### src/hw/prot_block_pkg.sv
// Register map, field layout and state type of the protection output blocking logic
package prot_block_pkg;

    // Register byte offsets
    localparam logic [7:0] CFG_OFFSET        = 8'h00;
    localparam logic [7:0] BFP_MAP_OFFSET    = 8'h04;
    localparam logic [7:0] STATUS_OFFSET     = 8'h08;
    localparam logic [7:0] IRQ_STATUS_OFFSET = 8'h0C;
    localparam logic [7:0] IRQ_MASK_OFFSET   = 8'h10;

    // Configuration register field positions
    localparam int CFG_RELAY_BLOCKABLE = 0;
    localparam int CFG_ISO_BLOCK_EN    = 1;
    localparam int CFG_DIFF_BLOCK_EN   = 2;
    localparam int CFG_CT_LINE_SIDE    = 3;
    localparam int CFG_RELEASE_USED    = 4;
    localparam int CFG_WIDTH           = 5;

    // Interrupt event positions
    localparam int IRQ_ZONE_TRIP    = 0;
    localparam int IRQ_ZONE_BLOCKED = 1;
    localparam int IRQ_ISO_ALARM    = 2;
    localparam int IRQ_RELAY_BLOCK  = 3;
    localparam int IRQ_WIDTH        = 4;

    // Number of bay protection output signals
    localparam int BP_WIDTH = 4;

    // Reset values
    localparam logic [CFG_WIDTH-1:0] CFG_RESET     = 5'h00;
    localparam logic [BP_WIDTH-1:0]  BFP_MAP_RESET = 4'h0;
    localparam logic [IRQ_WIDTH-1:0] IRQ_RESET     = 4'h0;

    // Synchronised input pin positions
    localparam int PIN_CU_SP_BLOCK    = 0;
    localparam int PIN_RELAY_BLOCK_CU = 1;
    localparam int PIN_RELAY_BLOCK_BU = 2;
    localparam int PIN_ZONE_BLOCK     = 3;
    localparam int PIN_BBP_BLOCK      = 4;
    localparam int PIN_BFP_BLOCK_CU   = 5;
    localparam int PIN_BFP_BLOCK_BU   = 6;
    localparam int PIN_BP_BLOCK_CU    = 7;
    localparam int PIN_BP_BLOCK_BU    = 8;
    localparam int PIN_ISO_ALARM      = 9;
    localparam int PIN_DIFF_ALARM     = 10;
    localparam int PIN_ZONE_RELEASE   = 11;
    localparam int PIN_CB_BRIDGED     = 12;
    localparam int PIN_COUNT          = 13;

    // Whole state of the blocking block
    typedef struct packed {
        logic [31:0]          hrdata;
        logic                 rd_wait;
        logic                 wr_pend;
        logic [7:0]           addr;
        logic [CFG_WIDTH-1:0] cfg;
        logic [BP_WIDTH-1:0]  bfp_map;
        logic                 trip;
        logic                 xfer;
        logic                 inter;
        logic                 zone_blk;
        logic                 sp_blk;
        logic                 iso_out;
        logic                 relay_out;
        logic [BP_WIDTH-1:0]  bp_out;
        logic                 bfp_blk;
        logic [IRQ_WIDTH-1:0] irq_st;
        logic [IRQ_WIDTH-1:0] irq_mask;
        logic [IRQ_WIDTH-1:0] ev_prev;
    } state_t;

endpackage

### src/hw/prot_output_blocking.sv
// Protection output blocking logic with AHB-Lite register slave
//
// Operation
// - Unconfigured release input reads as one
// - Relay block acts only if output configured
// - Isolator or diff alarm blocks when configured
// - Line side CTs transfer, busbar side intertrip
// - Bridged breaker detected and fed into blocking
// - Bay block gates outputs, trips still signalled
// - Mapped bay output blocks breaker failure
// - Relay block freezes protection outputs, raw bay signal passes
// - Conditional retain only when configured blocking
// - Unconditional retain while input is active
// - Zone trip only while release permits
// - Configurable block only when enabled
// - Partial block: busbar trip off, others pass
// - Reset-and-block clears then holds output low
//
// Decided for this implementation: the AHB-Lite interface to the registers and the register offsets.
`timescale 1ns/1ns
module prot_output_blocking
    import prot_block_pkg::*;
(
    input  wire logic                clk_sys_i,
    input  wire logic                rst_n_i,
    // AHB-Lite slave
    input  wire logic                hsel_i,
    input  wire logic [31:0]         haddr_i,
    input  wire logic [1:0]          htrans_i,
    input  wire logic                hwrite_i,
    input  wire logic [2:0]          hsize_i,
    input  wire logic [31:0]         hwdata_i,
    input  wire logic                hready_i,
    output logic      [31:0]         hrdata_o,
    output logic                     hreadyout_o,
    output logic                     hresp_o,
    // Binary input pins from central and bay units
    input  wire logic                cu_sp_block_i,
    input  wire logic                relay_block_cu_i,
    input  wire logic                relay_block_bu_i,
    input  wire logic                zone_block_i,
    input  wire logic                bbp_block_i,
    input  wire logic                bfp_block_cu_i,
    input  wire logic                bfp_block_bu_i,
    input  wire logic                bp_block_cu_i,
    input  wire logic                bp_block_bu_i,
    input  wire logic                iso_alarm_i,
    input  wire logic                diff_alarm_i,
    input  wire logic                external_zone_release_i,
    input  wire logic                cb_bridged_i,
    // Raw protection function results on the same clock
    input  wire logic                busbar_protection_trip_i,
    input  wire logic                breaker_failure_trip_i,
    input  wire logic                end_fault_trip_i,
    input  wire logic [BP_WIDTH-1:0] bay_protection_raw_i,
    // Blocked protection outputs
    output logic                     zone_trip_output_o,
    output logic                     transfer_trip_o,
    output logic                     busbar_intertrip_o,
    output logic                     zone_blocked_status_o,
    output logic                     sp_blocked_status_o,
    output logic                     isolator_alarm_o,
    output logic                     output_relay_blocked_o,
    output logic [BP_WIDTH-1:0]      bay_protection_out_o,
    output logic [BP_WIDTH-1:0]      bay_protection_signal_o,
    output logic                     bay_prot_blocks_breaker_fail_o,
    output logic                     irq_o
);
    state_t               st_reg;
    state_t               st_next;
    logic [PIN_COUNT-1:0] pins;
    logic                 relay_hold;
    logic                 release_ok;
    logic                 bp_blocked;
    logic                 fresh_trip;
    logic                 addr_take;
    logic [IRQ_WIDTH-1:0] events;

    // Pin levels cross into the clock domain
    pin_sync #(
        .WIDTH (PIN_COUNT)
    ) u_pin_sync (
        .clk_sys_i (clk_sys_i),
        .rst_n_i   (rst_n_i),
        .async_i   ({cb_bridged_i, external_zone_release_i, diff_alarm_i, iso_alarm_i,
                     bp_block_bu_i, bp_block_cu_i, bfp_block_bu_i, bfp_block_cu_i,
                     bbp_block_i, zone_block_i, relay_block_bu_i, relay_block_cu_i,
                     cu_sp_block_i}),
        .sync_o    (pins)
    );

    // Read mux for the register file
    function automatic logic [31:0] read_reg(input state_t s, input logic [PIN_COUNT-1:0] p);
        logic [31:0] d;
        d = 32'h0000_0000;
        unique case (s.addr)
            CFG_OFFSET:        d[CFG_WIDTH-1:0] = s.cfg;
            BFP_MAP_OFFSET:    d[BP_WIDTH-1:0]  = s.bfp_map;
            STATUS_OFFSET:     d = {3'h0, p, 4'h0, s.bp_out, s.bfp_blk, s.relay_out,
                                    s.iso_out, s.sp_blk, s.zone_blk, s.inter, s.xfer, s.trip};
            IRQ_STATUS_OFFSET: d[IRQ_WIDTH-1:0] = s.irq_st;
            IRQ_MASK_OFFSET:   d[IRQ_WIDTH-1:0] = s.irq_mask;
            default:           d = 32'h0000_0000;
        endcase
        return d;
    endfunction

    // Blocking conditions from synchronised pins and configuration
    assign relay_hold = (pins[PIN_RELAY_BLOCK_CU] | pins[PIN_RELAY_BLOCK_BU])
                        & st_reg.cfg[CFG_RELAY_BLOCKABLE];
    assign release_ok = st_reg.cfg[CFG_RELEASE_USED] ? pins[PIN_ZONE_RELEASE] : 1'b1;
    assign bp_blocked = pins[PIN_BP_BLOCK_CU] | pins[PIN_BP_BLOCK_BU]
                        | pins[PIN_CB_BRIDGED];
    assign fresh_trip = ((busbar_protection_trip_i & ~pins[PIN_BBP_BLOCK])
                         | breaker_failure_trip_i | end_fault_trip_i)
                        & release_ok;
    assign addr_take  = hsel_i & hready_i & htrans_i[1];
    assign events     = {relay_hold, st_reg.iso_out, st_reg.zone_blk, st_reg.trip};

    // Next state of bus, registers and protection outputs
    always_comb
    begin
        st_next = st_reg;
        // Bus data phase: writes land, reads wait one cycle
        st_next.rd_wait = 1'b0;
        st_next.wr_pend = 1'b0;
        if (st_reg.wr_pend)
        begin
            unique case (st_reg.addr)
                CFG_OFFSET:        st_next.cfg      = hwdata_i[CFG_WIDTH-1:0];
                BFP_MAP_OFFSET:    st_next.bfp_map  = hwdata_i[BP_WIDTH-1:0];
                IRQ_MASK_OFFSET:   st_next.irq_mask = hwdata_i[IRQ_WIDTH-1:0];
                default:           st_next.cfg      = st_reg.cfg;
            endcase
        end
        if (st_reg.rd_wait)
        begin
            st_next.hrdata = read_reg(st_reg, pins);
        end
        if (addr_take)
        begin
            st_next.addr    = haddr_i[7:0];
            st_next.wr_pend = hwrite_i;
            st_next.rd_wait = ~hwrite_i;
        end
        // Sticky events: set wins over write-one-clear
        st_next.ev_prev = events;
        if (st_reg.wr_pend && st_reg.addr == IRQ_STATUS_OFFSET)
        begin
            st_next.irq_st = st_reg.irq_st & ~hwdata_i[IRQ_WIDTH-1:0];
        end
        st_next.irq_st = st_next.irq_st | (events & ~st_reg.ev_prev);
        // Relay block freezes every protection output except the relay blocked status and the raw bay protection signal
        if (!relay_hold)
        begin
            // Zone trip: retain, reset-and-block, else fresh result
            if (pins[PIN_CU_SP_BLOCK])
            begin
                st_next.trip = st_reg.trip;
            end
            else if (pins[PIN_ISO_ALARM])
            begin
                st_next.trip = 1'b0;
            end
            else
            begin
                st_next.trip = fresh_trip;
            end
            // Trip routing by CT side or bridged breaker
            st_next.xfer  = st_next.trip & (st_reg.cfg[CFG_CT_LINE_SIDE] | pins[PIN_CB_BRIDGED]);
            st_next.inter = st_next.trip & ~(st_reg.cfg[CFG_CT_LINE_SIDE] | pins[PIN_CB_BRIDGED]);
            st_next.zone_blk = pins[PIN_CU_SP_BLOCK] | pins[PIN_ZONE_BLOCK] | pins[PIN_BBP_BLOCK]
                               | (pins[PIN_ISO_ALARM] & st_reg.cfg[CFG_ISO_BLOCK_EN])
                               | (pins[PIN_DIFF_ALARM] & st_reg.cfg[CFG_DIFF_BLOCK_EN]);
            st_next.sp_blk  = pins[PIN_CU_SP_BLOCK] | pins[PIN_BBP_BLOCK];
            st_next.iso_out = pins[PIN_ISO_ALARM];
            st_next.bp_out  = bp_blocked ? '0 : bay_protection_raw_i;
            st_next.bfp_blk = pins[PIN_BFP_BLOCK_CU] | pins[PIN_BFP_BLOCK_BU]
                              | (|(bay_protection_raw_i & st_reg.bfp_map));
        end
        st_next.relay_out = relay_hold;
    end

    // State register with synchronous reset
    always_ff @(posedge clk_sys_i)
    begin
        if (!rst_n_i)
        begin
            st_reg          <= '0;
            st_reg.cfg      <= CFG_RESET;
            st_reg.bfp_map  <= BFP_MAP_RESET;
            st_reg.irq_st   <= IRQ_RESET;
            st_reg.irq_mask <= IRQ_RESET;
        end
        else
        begin
            st_reg <= st_next;
        end
    end

    // Outputs from the state register, except hresp_o tied low and the bay protection signal taken straight from the raw input
    assign hrdata_o                       = st_reg.hrdata;
    assign hreadyout_o                    = ~st_reg.rd_wait;
    assign hresp_o                        = 1'b0;
    assign zone_trip_output_o             = st_reg.trip;
    assign transfer_trip_o                = st_reg.xfer;
    assign busbar_intertrip_o             = st_reg.inter;
    assign zone_blocked_status_o          = st_reg.zone_blk;
    assign sp_blocked_status_o            = st_reg.sp_blk;
    assign isolator_alarm_o               = st_reg.iso_out;
    assign output_relay_blocked_o         = st_reg.relay_out;
    assign bay_protection_out_o           = st_reg.bp_out;
    assign bay_protection_signal_o        = bay_protection_raw_i;
    assign bay_prot_blocks_breaker_fail_o = st_reg.bfp_blk;
    assign irq_o                          = |(st_reg.irq_st & st_reg.irq_mask);
endmodule

### src/hw/pin_sync.sv
// Two flip-flop synchroniser for a vector of independent pin levels
`timescale 1ns/1ns
module pin_sync #(
    parameter int WIDTH = 1
) (
    input  wire logic             clk_sys_i,
    input  wire logic             rst_n_i,
    input  wire logic [WIDTH-1:0] async_i,
    output logic      [WIDTH-1:0] sync_o
);
    logic [WIDTH-1:0] meta_reg;
    logic [WIDTH-1:0] sync_reg;

    // First stage read only by the second
    always_ff @(posedge clk_sys_i)
    begin
        if (!rst_n_i)
        begin
            meta_reg <= '0;
            sync_reg <= '0;
        end
        else
        begin
            meta_reg <= async_i;
            sync_reg <= meta_reg;
        end
    end

    assign sync_o = sync_reg;
endmodule

### config.mk
export PLATFORM = sky130hd
export DESIGN_NAME = prot_output_blocking
export DESIGN_NICKNAME = d
export VERILOG_FILES = /design/src/hw/prot_block_pkg.sv /design/src/hw/prot_output_blocking.sv /design/src/hw/pin_sync.sv
export SDC_FILE = /design/constraint.sdc
export NUM_CORES = 1
export LEC_CHECK = 0
export BUFFER_PORTS_ARGS = -buffer_cell sky130_fd_sc_hd__buf_2
export CAP_MARGIN = 25
export CORE_ASPECT_RATIO = 0.8
export CORE_UTILIZATION = 43
export DETAILED_ROUTE_END_ITERATION = 6
export PLACE_DENSITY = 0.75
export SETUP_SLACK_MARGIN = 0.1
export SLEW_MARGIN = 20
export SYNTH_ARGS = -nofsm -noshare
export SYNTH_HDL_FRONTEND = slang
export SYNTH_SLANG_ARGS = --single-unit
### constraint.sdc
create_clock -name clk_sys_i -period 1.67 [get_ports clk_sys_i]
set_input_delay 0.4175 -clock clk_sys_i [delete_from_list [all_inputs] [get_ports clk_sys_i]]
set_output_delay 0.4175 -clock clk_sys_i [all_outputs]
set_load 0.01 [all_outputs]
---- Yosys cells after proc, flatten, opt, wreduce, memory -nomap -nowiden ----
Cells that the tools add are included.
cells by class
  eq/ne operators ......................... 4
  muxes and demuxes ....................... 9
  bitwise gates (word level) .............. 33
  reduce and logical (&&, ||, !) cells .... 8
operator list
  kind                                                                    count
  24-bit 2-to-1 mux                                                       1
  4-bit one-hot mux with 5 select lines                                   1
  4-bit AND                                                               4
  8-bit by 4-bit equality test with 1-bit output (second input constant)  2
  1-bit bitwise OR                                                        13
  1-bit AND                                                               9
  8-bit by 3-bit equality test with 1-bit output (second input constant)  1
  8-bit by 5-bit equality test with 1-bit output (second input constant)  1
  8-bit zero test                                                         1
  4-bit 2-to-1 mux                                                        2
  4-bit NOT                                                               2
  2-bit AND reduction                                                     4
  4-bit OR reduction                                                      2
  1-bit 2-to-1 mux                                                        4
  1-bit NOT                                                               4
  4-bit bitwise OR                                                        1
  1-bit one-hot mux with 2 select lines                                   1
  1-bit logical AND                                                       1
word-level totals
  bits in registers ....................... 101
  output and inout bits ................... 51
  logic and storage cells ................. 74

---- Longest topological paths before layout ----
Gate-level depths: netlist of the first run.
  depth after elaboration ................. 9
  mapped depth ............................ 6
  depth with buffers taken out ............ 4

---- By module ----
Synthesis of the first run repeated with hierarchy kept, for this count alone.
unflattened totals
  cell total of the unflattened synthesis .. 356
  area, all modules ....................... 3,624.7 um^2
by module, submodules not included
  module                times used  cells each  area each (um^2)
  prot_output_blocking  1           302         2,894.0
  pin_sync              1           54          730.7

---- Worst setup path after synthesis of the first run ----
Ideal clock, no wire load.
  kind .................................... reg2reg
  start ................................... register st_reg[40] in the netlist's numbering
  end ..................................... register st_reg[4] in the netlist's numbering
  arrival ................................. 1.474 ns
  data required time ...................... 1.598 ns
  path slack .............................. 0.124 ns
  cell stages (with the launch flop) ...... 6
  buffers on the path ..................... 1
  period minus slack after synthesis ...... 1.546 ns
  cell sequence ........................... dfxtp_1 > or4_4 > nor2b_4 > and3_1 > buf_4 > mux2i_1
between the ends
  longest elaborated chain between the ends .. 2
ends and longest elaborated chain
  what                                            RTL line                     RTL
  start: declaration                              prot_output_blocking.sv:69   state_t st_reg;
  start signal: assignment                        prot_output_blocking.sv:197  st_reg <= st_next;
  8-bit by 5-bit equality test with 1-bit output  prot_output_blocking.sv:129  unique case (st_reg.addr)
  2-bit AND reduction (no line)                   -
Every way passes these cells.
A chain may end at the register's enable or synchronous reset.

---- Final worst setup path of the first run ----
  start ................................... register st_reg[40] in the netlist's numbering
  end ..................................... register st_reg[26] in the netlist's numbering
between the ends
  longest elaborated chain between the ends .. 2
ends and longest elaborated chain
  what                                            RTL line
  8-bit by 3-bit equality test with 1-bit output  prot_output_blocking.sv:129
  2-bit AND reduction (no line)                   -
Every way passes these cells.

==> results of run 1 <==
[area by class of cell]
class | count | share of cell area
Clock buffer | 9 | 0.0293
Clock inverter | 6 | 0.0263
Inverter | 3 | 0.00266
Multi-Input combinational cell | 210 | 0.334
Sequential cell | 93 | 0.442
Tap cell | 108 | 0.0320
Timing Repair Buffer | 98 | 0.134
[final timing paths]
kind                                              start                    end  slack, ns  depth (start not counted)
worst max-delay path                         st_reg[40]             st_reg[26]       0.05                          4
worst min-delay path                           hwrite_i             st_reg[42]       0.23                          2
worst max register to register               st_reg[40]             st_reg[26]       0.05                          4
worst min register to register  u_pin_sync.meta_reg[11]  u_pin_sync.sync_o[11]       0.44                          1
[power breakdown]
group	internal, mW	switching [mW]	leakage (nW)
Combinational	0.145	0.157	1.04
Sequential	2.28	0.0519	0.760
Clock	0.988	0.778	0.116
Total	3.41	0.987	1.91
[metal layers]
layer	GRT usage	routed length (µm)	vias up
met5	0	0	-
met4	0.0805	152	0
met3	0.0578	465	11
met2	0.286	3440	87
met1	0.256	3770	1207
li1	-	-	1302
[cell usage in the layout, fill, tap and decap left out, drive strengths merged, types with 2 or more instances in the layout]
master	count
mux2	8
nand3	6
clkbuf	9
mux2i	9
nor2b	6
nand2	37
bufinv	3
conb	8
a211oi	2
and3	4
a21oi	13
nor3	4
a22o	30
a22oi	4
o21ai	15
inv	4
a221oi	4
or2	2
nor2	17
buf	98
dfxtp	93
and2	29
[timing repair]
item	4_1_cts	5_1_grt
setup endpoints to repair	42	44
resized for setup	6	9
buffers inserted	0	0
[cell families (layout without fill, tap and decap cells)]
group | Yosys count | count (layout) | share of synthesized area
AO/OA/AOI/OAI | 73 | 73 | 0.147
buffers and inverters | 61 | 116 | 0.112
flip-flops | 93 | 93 | 0.517
multiplexers | 17 | 17 | 0.0501
other | 1 | 8 | 0.00104
AND/OR/NAND/NOR | 112 | 112 | 0.173
==> impl_metrics.toml, run 1 <==
[sta]
layout_setup_ws_ns = 0.0470
setup_tns_ns = 0
setup_viol = 0
timing_hold_violations_final = 0
skew_ns = 0.00891
hold_ws_ns = 0.226
period_minus_slack_ns = 1.62
drv_slew = 0
worstMarginPinSlew_ns = 0.669
max-slew-margin-rel = 0.553
max_freq_mhz = 616
finalCritPeriodShare = 0.972
rsz0062_at_grt = "true"

[cells_and_area]
fin_cells = 527
nets = 509
area_delta_synth_final_pct = 17.5
fin_util = 0.527
drive_above_1_share = 0.334
largest_register_ffs = 30
seqCellArea_mm2 = 0.00187
fillCellCount = 743
multiInputGateArea_mm2 = 0.00141
n_antenna_cell = 0
final_area_mm2 = 0.00423

[clocking]
cts_made_buffers = 9
clk_pin_slew_ns = 0.09
cts_tree = "yes"
cts_hold_buf = 0
worst_skew_pair.late_latency_ns = 0.36
cts.path.max_buffers = 2
h-tree-depth = 3
root_buffer = "clkbuf_8"
cts.sinks = 93

[setup_path]
crit_arrival_ns = 1.87
critPathLaunchType = "flop"
cp_num_buf_inv = 0
worst-endpoint-required_ns = 1.92
endpoint_kind = "flop"
slowest_stage = "or4_4"
crit_type = "flop to flop"
path_cells = "or4_4 -> nor3_4 -> nand4b_4 -> mux2i_1"
crit_fanout = 4
cpPeakStageDelay_ns = 0.60
crit_family = "simple AND/OR/NAND/NOR gates"

[yosys]
ys_top_cells_by_area = "dfxtp_1 (52%), buf_4 (9.2%), a22o_1 (7.3%), and2_1 (5.0%), nand2_1 (3.9%)"
synth_most_common_cell = "dfxtp_1"
synth_flop_cell = "dfxtp_1"
synth_seq_area_share = 0.517
syn_area_per_cell_um2 = 10.1
synth_cell_types = 40
synth_common_cells = "dfxtp_1 (93), buf_4 (44), nand2_1 (37)"
syn_area_mm2 = 0.00360
ys_ff_latch = 93
yosysWarnings = 0
synth_top_area_share = 0.517
syn_inst = 357
synthArstFlopShare = 0
yosysTopAreaCell = "dfxtp_1"
synth_edf_count = 0

[min_path]
min_path_type = "input pin to flop"

[run_status]
status = "complete, no violations"

[floorplan]
die-area_mm2 = 0.00874
start_util = 0.449
die_h_um = 83.8
die_width_um = 104
rows = 29
ioPinCount = 145
core_area_mm2 = 0.00802

[grt]
grt_pass1_wl_mm = 12.7
antenna_found_initial = 0
first_global_vias = 2505
grt_max_degree = 33
gr-total-overflow = 0
grtUsageTotal = 0.191

[placed_design]
dp_slack_ns = -0.0454
placed_area_mm2 = 0.00393
gp_congestion = 0.829
dp.cells = 512
portBuffers = 81
post-dp-hpwl_mm = 5.84

[route]
avgViaCountPerCell = 4.95
ant_nets = 0
drcViolationCount = 0
drt_iter0_markers = 72
post_drt_wl_per_cell_um = 14.9
firstDrtPassIters = 4
vias = 2607
routed_wirelength_mm = 7.83

[power]
vdd_ir_drop_max_uv = 619
p_total_mw = 4.40
leakage_nw = 1.91
powerDensity_mw_per_mm2 = 1040

[flow_run]
cap_violations = 0
(Power assumes the default switching activity.)
==> inputs of run 2 (changes only) <==
- REMOVE_ABC_BUFFERS: default -> 1
==> run 2 against run 1 <==
  * Critical path depth unchanged
  * Clock power is 24% lower
  * Sequential power about the same
  * Critical path type unchanged
  * Critical endpoint is now st_reg[25]
==> impl_metrics.toml, run 2 (same netlist as run 1, synthesis figures left out) <==
[grt]
gr-total-overflow = 0
grt_max_degree = 49
grt_use_met1 = 0.240
grt_pass1_wl_mm = 12.0
grtUsageTotal = 0.180
grtUsageMet2 = 0.281
antenna_found_initial = 0
busiest_layer = "met2"
met3_usage = 0.0500
first_global_vias = 2424

[cells_and_area]
drive_above_1_share = 0.343
layout_commonest_cell = "dfxtp_1"
final_cell_mix = "dfxtp_1 (89), buf_2 (81), nand2_1 (37), a22o_1 (30), and2_1 (29)"
largest_register_ffs = 30
nets = 515
final_area_mm2 = 0.00419
area_delta_synth_final_pct = 16.5
n_antenna_cell = 0

[clocking]
cts.path.max_buffers = 2
cts_made_buffers = 9
h-tree-depth = 3
worst_skew_pair.late_latency_ns = 0.36
cts_tree = "yes"
root_buffer = "clkbuf_8"
cts_hold_buf = 0
cts.sinks = 93
clk_pin_slew_ns = 0.09

[setup_path]
rr_worst_depth = 4
crit_family = "simple AND/OR/NAND/NOR gates"
cp.depth = 4
crit_arrival_ns = 1.90
cp_num_buf_inv = 0
endpoint_kind = "flop"
critPathLaunchType = "flop"
crit_type = "flop to flop"
slowest_stage = "or4_4"
cpPeakStageDelay_ns = 0.60
crit_fanout = 4
rrSetupSlack_ns = 0.01
path_cells = "or4_4 -> nor3_4 -> nand4b_4 -> mux2i_1"
worst-endpoint-required_ns = 1.91

[route]
vias = 2641
avgViaCountPerCell = 4.95
post_drt_wl_per_cell_um = 14.2
drcViolationCount = 0
routed_wirelength_mm = 7.59
drt_iter0_markers = 104
firstDrtPassIters = 4
ant_nets = 0

[sta]
period_minus_slack_ns = 1.66
timing_hold_violations_final = 0
rsz0062_at_grt = "true"
drv_slew = 0
finalCritPeriodShare = 0.993
max_freq_mhz = 603
skew_ns = 0.00647
setup_viol = 0

[min_path]
holdPathStages = 2
min_path_type = "input pin to flop"

[floorplan]
die-area_mm2 = 0.00874
ioPinCount = 145
core_area_mm2 = 0.00802
die_h_um = 83.8
rows = 29
start_util = 0.449
die_width_um = 104

[placed_design]
gp_congestion = 0.799
placed_area_mm2 = 0.00394
post-dp-hpwl_mm = 5.52
portBuffers = 81

[flow_run]
cap_violations = 0

[power]
powerDensity_mw_per_mm2 = 949
vdd_ir_drop_max_uv = 581
leakage_nw = 1.90
p_total_mw = 3.98

[run_status]
status = "complete, no violations"
-- run 2: cell count changes in the layout (fill, tap and decap cells not counted), sizes merged --
cell	before	now
clkinvlp	1	3
buf	98	104
bufinv	3	0
inv	4	3
clkbuf	9	11
clkinv	1	2
-- run 2: worst reg2reg max path: stages, from the launching register on --
cell and delay [ns]:
dfxtp_2 0.33, or4_4 0.60, nor3_4 0.23, nand4b_4 0.21
mux2i_1 0.17
-- run 2: worst paths after layout --
check                                       startpoint              endpoint
worst min register to register  u_pin_sync.meta_reg[8]  u_pin_sync.sync_o[8]
worst max-delay path                        st_reg[39]            st_reg[25]
worst min-delay path                          hwrite_i            st_reg[42]
worst max register to register              st_reg[39]            st_reg[25]
-- run 2: metrics by stage --
stage | worst slack [ns] | hold WS (ns) | util | setup TNS [ns] | std cells
2_1_floorplan | -0.146 | 0.412 | - | -2.76 | 306
3_3_place_gp | 0.0397 | 0.414 | 0.491 | 0 | 515
3_5_place_dp | -0.00525 | 0.417 | 0.491 | -0.00530 | 515
6_report | 0.0122 | 0.222 | 0.523 | 0 | 534
5_1_grt | -0.0547 | 0.209 | 0.523 | -0.576 | 534
4_1_cts | 0.00915 | 0.205 | 0.518 | 0 | 534
-- run 2: final cells by class --
| type | instances | area, µm² |
|---|---|---|
| timing repair buffer | 104 | 613 |
| sequential | 93 | 1870 |
| tap | 108 | 135 |
| clock inverter | 5 | 36.3 |
| clock buffer | 11 | 141 |
| multi-input combinational | 210 | 1390 |
| fill | 772 | 3830 |
| inverter | 3 | 11.3 |
-- run 2: routing by layer --
layer,part of all wire,wire length [µm],vias to the layer above
li1,-,-,1316
met1,0.48,3620,1220
met2,0.45,3390,99
met3,0.069,524,6
met4,0.0075,57,0
met5,0,0,-
-- run 2: repair_timing --
| action | 4_1_cts | 5_1_grt |
|---|---|---|
| setup buffers | 3 | 0 |
| pin swaps | 4 | 3 |
| gates resized for setup | 7 | 12 |
| endpoints found under the setup margin | 44 | 43 |
-- run 2: report_power, final --
group | leakage, nW | switching (mW) | internal (mW) | total, mW
sequential | 0.760 | 0.0475 | 2.28 | 2.33
clock | 0.0815 | 0.757 | 0.581 | 1.34
combinational | 1.06 | 0.159 | 0.152 | 0.311
total | 1.90 | 0.963 | 3.01 | 3.98
